$ cat config.mk
export PLATFORM = sky130hd
export DESIGN_NAME = spcb_bank
export DESIGN_NICKNAME = d
export VERILOG_FILES = /design/src/spcb_pkg.sv /design/src/spcb_bank.sv
export VERILOG_INCLUDE_DIRS = /design/src
export SDC_FILE = /design/constraint.sdc
export NUM_CORES = 1
export LEC_CHECK = 0
export ABC_AREA = 1
export BUFFER_PORTS_ARGS = -buffer_cell sky130_fd_sc_hd__buf_2
export CAP_MARGIN = 25
export CORE_ASPECT_RATIO = 1.75
export CORE_UTILIZATION = 58
export DETAILED_ROUTE_END_ITERATION = 10
export GPL_ROUTABILITY_DRIVEN = 0
export PLACE_DENSITY = 0.85
export SLEW_MARGIN = 20
export SYNTH_ARGS = -nofsm -noshare
export SYNTH_HDL_FRONTEND = slang
export SYNTH_SLANG_ARGS = --single-unit
$ cat constraint.sdc
create_clock -name core_clk_i -period 3.4 [get_ports core_clk_i]
set_input_delay 0.34 -clock core_clk_i [delete_from_list [all_inputs] [get_ports core_clk_i]]
set_output_delay 0.34 -clock core_clk_i [all_outputs]
set_load 0.02 [all_outputs]
$ cat src/spcb_defines.svh
`ifndef SPCB_DEFINES_SVH
`define SPCB_DEFINES_SVH

`define SPCB_ADDR_W 12
`define SPCB_DATA_W 8

`define SPCB_OFS_CONFIG 12'h000
`define SPCB_OFS_READBACK 12'h004
`define SPCB_OFS_VER_LOW 12'h005
`define SPCB_OFS_VER_HIGH 12'h006
`define SPCB_OFS_END_MARKER 12'hA16
`define SPCB_OFS_NVM_STATUS 12'hB00
`define SPCB_OFS_NVM_ERROR 12'hB01
`define SPCB_OFS_NVM_CTRL1 12'hB02
`define SPCB_OFS_NVM_CTRL2 12'hB03

`define SPCB_CFG_DIR_BIT 7
`define SPCB_CFG_LSB_BIT 6
`define SPCB_CFG_SRST_BIT 5
`define SPCB_CFG_MIRROR_DIR_BIT 0
`define SPCB_CFG_MIRROR_LSB_BIT 1
`define SPCB_RB_PENDING_BIT 0
`define SPCB_NVM_STATUS_BIT 0
`define SPCB_NVM_ERROR_BIT 0
`define SPCB_NVM_WREN_BIT 0
`define SPCB_NVM_SOFT_BIT 1
`define SPCB_NVM_COPY_BIT 0

`define SPCB_RST_CONFIG 8'h00
`define SPCB_RST_READBACK 8'h00
`define SPCB_RST_VER 8'h00
`define SPCB_RST_END_MARKER 8'hFF
`define SPCB_RST_NVM 8'h00

`endif

$ cat src/spcb_pkg.sv
`include "spcb_defines.svh"

package spcb_pkg;
  typedef logic [`SPCB_ADDR_W-1:0] spcb_addr_t;
  typedef logic [`SPCB_DATA_W-1:0] spcb_byte_t;
endpackage

$ cat src/spcb_bank.sv
`timescale 1ns/100ps
`include "spcb_defines.svh"

//Contract
//RULE1: bit 7 routes reads to output pin
//RULE2: bit 6 low: msb first, address down
//RULE3: bit 6 high: lsb first, address up
//RULE4: bit 5 soft reset, self clearing
//RULE5: host mirrors low nibble of config
//RULE6: i2c mode: bits 7:6 reserved
//RULE7: readback select 0 reads active values
//RULE8: readback select 1 reads pending values
//RULE9: version id low byte, default zero
//RULE10: version id high byte, default zero
//RULE11: io update copies pending to active
//RULE12: nvm registers reset zero, status read-only
module spcb_bank
  import spcb_pkg::*;
(
  input wire logic core_clk_i,
  input wire logic rstn_i,
  input wire logic i2c_mode_i,
  input wire logic wr_en_i,
  input wire logic rd_en_i,
  input wire spcb_addr_t addr_i,
  input wire spcb_byte_t wr_data_i,
  input wire logic io_update_i,
  input wire logic nvm_busy_i,
  input wire logic nvm_data_error_i,
  output spcb_byte_t rd_data_o,
  output logic rd_valid_o,
  output logic output_pin_direction_select_o,
  output logic lsb_first_o,
  output logic addr_increment_o,
  output logic soft_reset_o,
  output logic [15:0] customer_version_o,
  output spcb_byte_t end_marker_o,
  output logic nvm_write_enable_o,
  output logic nvm_soft_load_o,
  output logic registers_to_nvm_copy_o
);

  localparam int VER_BYTES = 2;
  localparam spcb_byte_t RST_CONFIG = `SPCB_RST_CONFIG;
  localparam spcb_byte_t RST_READBACK = `SPCB_RST_READBACK;
  localparam spcb_byte_t RST_NVM = `SPCB_RST_NVM;
  localparam spcb_addr_t VER_ADDR [VER_BYTES] = '{`SPCB_OFS_VER_LOW, `SPCB_OFS_VER_HIGH};

  // shared write decode
  logic wr_cfg;
  logic soft_req;

  assign wr_cfg = wr_en_i && (addr_i == `SPCB_OFS_CONFIG);
  assign soft_req = wr_cfg && wr_data_i[`SPCB_CFG_SRST_BIT]; // RULE4

  // serial port configuration
  logic dir_ff, nxt_dir;
  logic lsb_ff, nxt_lsb;
  logic [1:0] mirror_ff, nxt_mirror;
  logic srst_ff, nxt_srst;

  always_comb begin
    nxt_dir = dir_ff;
    nxt_lsb = lsb_ff;
    nxt_mirror = mirror_ff;
    nxt_srst = soft_req; // RULE4
    if (soft_req) begin
      // reset wins over the other fields of the same byte
      nxt_dir = RST_CONFIG[`SPCB_CFG_DIR_BIT]; // RULE4
      nxt_lsb = RST_CONFIG[`SPCB_CFG_LSB_BIT];
      nxt_mirror = {RST_CONFIG[`SPCB_CFG_MIRROR_LSB_BIT],
                    RST_CONFIG[`SPCB_CFG_MIRROR_DIR_BIT]};
    end else if (wr_cfg && !i2c_mode_i) begin // RULE6
      // top bits reserved under i2c, writes there are dropped
      nxt_dir = wr_data_i[`SPCB_CFG_DIR_BIT]; // RULE1
      nxt_lsb = wr_data_i[`SPCB_CFG_LSB_BIT]; // RULE2 RULE3
      nxt_mirror = {wr_data_i[`SPCB_CFG_MIRROR_LSB_BIT],
                    wr_data_i[`SPCB_CFG_MIRROR_DIR_BIT]}; // RULE5
    end
  end

  always_ff @(posedge core_clk_i) begin
    if (!rstn_i) begin
      dir_ff <= RST_CONFIG[`SPCB_CFG_DIR_BIT];
      lsb_ff <= RST_CONFIG[`SPCB_CFG_LSB_BIT];
      mirror_ff <= {RST_CONFIG[`SPCB_CFG_MIRROR_LSB_BIT],
                    RST_CONFIG[`SPCB_CFG_MIRROR_DIR_BIT]};
      srst_ff <= 1'b0;
    end else begin
      dir_ff <= nxt_dir;
      lsb_ff <= nxt_lsb;
      mirror_ff <= nxt_mirror;
      srst_ff <= nxt_srst;
    end
  end

  // readback source select and end marker
  logic rb_pending_ff, nxt_rb_pending;
  spcb_byte_t end_marker_ff, nxt_end_marker;

  always_comb begin
    nxt_rb_pending = rb_pending_ff;
    nxt_end_marker = end_marker_ff;
    if (soft_req) begin
      nxt_rb_pending = RST_READBACK[`SPCB_RB_PENDING_BIT]; // RULE4
      nxt_end_marker = `SPCB_RST_END_MARKER;
    end else if (wr_en_i) begin
      case (addr_i)
        `SPCB_OFS_READBACK: begin
          nxt_rb_pending = wr_data_i[`SPCB_RB_PENDING_BIT]; // RULE7 RULE8
        end
        `SPCB_OFS_END_MARKER: begin
          nxt_end_marker = wr_data_i;
        end
        default: begin
        end
      endcase
    end
  end

  always_ff @(posedge core_clk_i) begin
    if (!rstn_i) begin
      rb_pending_ff <= RST_READBACK[`SPCB_RB_PENDING_BIT];
      end_marker_ff <= `SPCB_RST_END_MARKER;
    end else begin
      rb_pending_ff <= nxt_rb_pending;
      end_marker_ff <= nxt_end_marker;
    end
  end

  // nvm control and status
  logic nvm_status_ff, nxt_nvm_status;
  logic nvm_error_ff, nxt_nvm_error;
  logic nvm_wren_ff, nxt_nvm_wren;
  logic nvm_soft_ff, nxt_nvm_soft;
  logic nvm_copy_ff, nxt_nvm_copy;

  always_comb begin
    nxt_nvm_wren = nvm_wren_ff;
    nxt_nvm_soft = nvm_soft_ff;
    nxt_nvm_copy = nvm_copy_ff;
    // status bits follow the nvm engine, host writes reach them only through soft reset
    nxt_nvm_status = nvm_busy_i; // RULE12
    nxt_nvm_error = nvm_data_error_i; // RULE12
    if (soft_req) begin
      nxt_nvm_wren = RST_NVM[`SPCB_NVM_WREN_BIT]; // RULE4
      nxt_nvm_soft = RST_NVM[`SPCB_NVM_SOFT_BIT];
      nxt_nvm_copy = RST_NVM[`SPCB_NVM_COPY_BIT];
      nxt_nvm_status = RST_NVM[`SPCB_NVM_STATUS_BIT];
      nxt_nvm_error = RST_NVM[`SPCB_NVM_ERROR_BIT];
    end else if (wr_en_i) begin
      case (addr_i)
        `SPCB_OFS_NVM_CTRL1: begin
          nxt_nvm_wren = wr_data_i[`SPCB_NVM_WREN_BIT];
          nxt_nvm_soft = wr_data_i[`SPCB_NVM_SOFT_BIT];
        end
        `SPCB_OFS_NVM_CTRL2: begin
          nxt_nvm_copy = wr_data_i[`SPCB_NVM_COPY_BIT];
        end
        default: begin
        end
      endcase
    end
  end

  always_ff @(posedge core_clk_i) begin
    if (!rstn_i) begin
      nvm_status_ff <= RST_NVM[`SPCB_NVM_STATUS_BIT]; // RULE12
      nvm_error_ff <= RST_NVM[`SPCB_NVM_ERROR_BIT];
      nvm_wren_ff <= RST_NVM[`SPCB_NVM_WREN_BIT];
      nvm_soft_ff <= RST_NVM[`SPCB_NVM_SOFT_BIT];
      nvm_copy_ff <= RST_NVM[`SPCB_NVM_COPY_BIT];
    end else begin
      nvm_status_ff <= nxt_nvm_status;
      nvm_error_ff <= nxt_nvm_error;
      nvm_wren_ff <= nxt_nvm_wren;
      nvm_soft_ff <= nxt_nvm_soft;
      nvm_copy_ff <= nxt_nvm_copy;
    end
  end

  // buffered version bytes, pending and active copy per byte
  spcb_byte_t ver_pend [VER_BYTES];
  spcb_byte_t ver_act [VER_BYTES];

  for (genvar g = 0; g < VER_BYTES; g++) begin : g_ver
    spcb_byte_t pend_ff, nxt_pend;
    spcb_byte_t act_ff, nxt_act;

    always_comb begin
      nxt_pend = pend_ff;
      nxt_act = act_ff;
      if (soft_req) begin
        nxt_pend = `SPCB_RST_VER; // RULE4
        nxt_act = `SPCB_RST_VER;
      end else begin
        // update takes the pending value from before a same-cycle write
        if (io_update_i) begin
          nxt_act = pend_ff; // RULE11
        end
        if (wr_en_i && (addr_i == VER_ADDR[g])) begin
          nxt_pend = wr_data_i; // RULE9 RULE10
        end
      end
    end

    always_ff @(posedge core_clk_i) begin
      if (!rstn_i) begin
        pend_ff <= `SPCB_RST_VER; // RULE9 RULE10
        act_ff <= `SPCB_RST_VER;
      end else begin
        pend_ff <= nxt_pend;
        act_ff <= nxt_act;
      end
    end

    assign ver_pend[g] = pend_ff;
    assign ver_act[g] = act_ff;
  end

  // mode outputs, masked while the port runs i2c
  logic dir_out_ff, nxt_dir_out;
  logic lsb_out_ff, nxt_lsb_out;

  always_comb begin
    nxt_dir_out = dir_ff && !i2c_mode_i; // RULE1
    nxt_lsb_out = lsb_ff && !i2c_mode_i; // RULE2 RULE3
  end

  always_ff @(posedge core_clk_i) begin
    if (!rstn_i) begin
      dir_out_ff <= 1'b0;
      lsb_out_ff <= 1'b0;
    end else begin
      dir_out_ff <= nxt_dir_out;
      lsb_out_ff <= nxt_lsb_out;
    end
  end

  // registered read path
  spcb_byte_t rd_data_ff, nxt_rd_data;
  logic rd_valid_ff, nxt_rd_valid;

  always_comb begin
    nxt_rd_valid = rd_en_i;
    nxt_rd_data = rd_data_ff;
    if (rd_en_i) begin
      case (addr_i)
        `SPCB_OFS_CONFIG: begin
          if (i2c_mode_i) begin
            nxt_rd_data = 8'h00; // RULE6
          end else begin
            nxt_rd_data = {dir_ff, lsb_ff, 4'h0, mirror_ff};
          end
        end
        `SPCB_OFS_READBACK: begin
          nxt_rd_data = {7'h00, rb_pending_ff};
        end
        `SPCB_OFS_VER_LOW: begin
          nxt_rd_data = rb_pending_ff ? ver_pend[0] : ver_act[0]; // RULE7 RULE8
        end
        `SPCB_OFS_VER_HIGH: begin
          nxt_rd_data = rb_pending_ff ? ver_pend[1] : ver_act[1]; // RULE7 RULE8
        end
        `SPCB_OFS_END_MARKER: begin
          nxt_rd_data = end_marker_ff;
        end
        `SPCB_OFS_NVM_STATUS: begin
          nxt_rd_data = {7'h00, nvm_status_ff}; // RULE12
        end
        `SPCB_OFS_NVM_ERROR: begin
          nxt_rd_data = {7'h00, nvm_error_ff}; // RULE12
        end
        `SPCB_OFS_NVM_CTRL1: begin
          nxt_rd_data = {6'h00, nvm_soft_ff, nvm_wren_ff};
        end
        `SPCB_OFS_NVM_CTRL2: begin
          nxt_rd_data = {7'h00, nvm_copy_ff};
        end
        default: begin
          nxt_rd_data = 8'h00;
        end
      endcase
    end
  end

  always_ff @(posedge core_clk_i) begin
    if (!rstn_i) begin
      rd_data_ff <= 8'h00;
      rd_valid_ff <= 1'b0;
    end else begin
      rd_data_ff <= nxt_rd_data;
      rd_valid_ff <= nxt_rd_valid;
    end
  end

  assign rd_data_o = rd_data_ff;
  assign rd_valid_o = rd_valid_ff;
  assign output_pin_direction_select_o = dir_out_ff; // RULE1
  assign lsb_first_o = lsb_out_ff; // RULE3
  assign addr_increment_o = lsb_out_ff; // RULE2 RULE3
  assign soft_reset_o = srst_ff; // RULE4
  assign customer_version_o = {ver_act[1], ver_act[0]};
  assign end_marker_o = end_marker_ff;
  assign nvm_write_enable_o = nvm_wren_ff;
  assign nvm_soft_load_o = nvm_soft_ff;
  assign registers_to_nvm_copy_o = nvm_copy_ff;

endmodule // spcb_bank

==> results.cfg <==
[layout]
fin_nets = 510
layout.cells.non_filler = 541
num_antenna_cells = 0
final_cell_mix = 118 x nand2_1, 67 x buf_2, 62 x dfxtp_1
layout_commonest_cell = nand2_1
fin_util_pct = 69.9
layout-drive-gt1-share_pct = 23.6
area_growth_pct = 16.5

[clocking]
clk_pin_slew_ns = 0.07
root_buffer = clkbuf_8
htreeDepth = 3
cts_buffer_depth = 2
clock_latency_ns = 0.35
cts-buffers-inserted = 9
cts.repair.resized = 0
cts_tree = yes
cts.sinks = 62
hold_buffers = 0
post_cts_buffers = 0

[grt]
antenna_found_initial = 0
grtUsageTotal_pct = 28.9
grt_pass1_wl_um = 12400
grt_overflow = 0
grt_max_degree = 40
grt_pass1_vias = 2754

[timing]
fin_crit_sh_pct = 53.4
fin_skew_ns = 0.00623
drv_slew = 0
hold_viol_final = 0
worst_slew_pin_slew_ns = 0.530
rsz0062_at_grt = false
slew_headroom_pct = 64.4
setup_viol = 0
fin_crit_ns = 1.82
setup_tns_ns = 0
max_freq_mhz = 551

[synthesis]
synth_cell_type_count = 32
avgSynthCellArea_um2 = 7.15
syn_area_um2 = 2990
yosys.area.top_type = dfxtp_1
ys_seq_elements = 62
synth_top_area_share_pct = 41.6
syn_inst = 418
syn_nets = 446
ys_warn_count = 0
synth_seq_area_share_pct = 41.6
synth_area_leaders = dfxtp_1 42%, nand2_1 15%, a21oi_1 6.0%

[detailed_routing]
routed_wl_um = 7450
drtIter0Drc = 127
ant_nets = 0
routed_via_density = 5.38
vias = 2908
drc = 0
post_drt_wl_per_cell_um = 13.8
dr.pass1.iters = 4

[placed_design]
numPortBuffers = 67
dp_cells = 525
hpwl_um = 5590

[critical_path]
cp.buffers_inverters = 3
crit_arrival_ns = 2.05
crit_slowest_cell = nand2_4
r2r_setup_slack_ns = 1.80
critical-path-max-stage-delay_ns = 0.37
crit_fanout = 39
crit_path_end_kind = flop
crit_required_ns = 3.63
critical_path.cell_chain = buf_2 -> nor2_2 -> nand2_2 -> nor2_2 -> nand2_4 -> inv_4 -> nand3_4 -> nand2_4 -> inv_2 -> o21ai_1 -> a21oi_1
crit_path_start = addr_i[7]
crit_path_start_kind = input pin
crit_family = simple AND/OR/NAND/NOR gates
r2r-start = rb_pending_ff
critPathKind = in -> reg

[floorplanning]
die-area_um2 = 5450
chipWidth_um = 56.2
ios = 68
rows = 34
coreArea_um2 = 4980
die_h_um = 96.9
start_util_pct = 60.0

[power_and_ir_drop]
power_density_nw_per_um2 = 424
ir_drop_mv = 0.372
finalPower_mw = 1.48
p_leak_nw = 1.48

[job]
cap_viol_max_count = 0

[outcome]
run_status = finished clean

[min_path]
hp-class = in -> reg
min-delay-start = nvm_data_error_i
[flip-flops by register name, indices dropped and copies added, names as in the netlist, 2 cells and up]
name,flops
end_marker_o,8
g_ver.act_ff,16
g_ver.pend_ff,16
mirror_ff,2
rd_data_o,8
[path summary, 6_finish.rpt]
kind,end,depth (start not counted)
max,dir_ff,11
min,nvm_error_ff,3
max reg2reg,rd_data_o[1],8
min reg2reg,mirror_ff[0],2
[Yosys cell counts]
cell type,count
a21oi_1,36
a21oi_2,10
buf_12,1
buf_2,5
buf_4,1
buf_6,3
buf_8,1
clkbuf_1,4
clkinv_1,2
dfxtp_1,62
inv_1,37
inv_2,2
inv_4,2
mux2i_1,5
nand2_1,118
nand2_2,1
nand2_4,3
nand3_1,32
nand3_4,2
nand4_1,3
nor2_1,46
nor2_2,8
nor2_4,1
nor3_1,4
nor3_2,1
nor3_4,1
nor4_1,1
nor4_4,1
o211ai_1,5
o21ai_0,17
o21ai_1,2
o31ai_1,1
[through the flow]
step,hold slack (ns),worst slack [ns],area [um2]
floorplan,0.418,2.00,2990
global placement,0.434,1.30,3280
detailed placement,0.451,1.22,3280
CTS,0.196,1.59,3480
global route,0.217,1.44,3480
finish,0.200,1.58,3480
[cell type report]
cell class	count	area, um2
sequential	62	1240
clock inverter	5	57.6
tap	54	67.6
fill	425	1500
multi-input combinational	298	1460
timing repair buffer	68	343
inverter	43	166
clock buffer	11	141
[tightest hold or removal path: cells and delay by family]
kind | cells | cell delay (ns)
buffers and inverters | 2 | 0.14
AND/OR/NAND/NOR | 1 | 0.03
[layer usage]
layer | global-route usage [%] | share of wire, %
met5 | 0 | 0
met4 | 17.1 | 3.7
met3 | 5.61 | 4.6
met2 | 49.9 | 52
met1 | 31.9 | 40
[cells by family after synthesis]
group | synth area share, %
flops | 41.6
simple gates | 33.6
compound gates | 13.7
buf+inv | 9.47
mux | 1.68
[power by group]
part,switching [mW],internal (mW)
Combinational,0.0611,0.0220
Clock,0.302,0.360
Sequential,0.00101,0.729
Total,0.364,1.11
No activity file was read; power rests on OpenSTA's default activity.
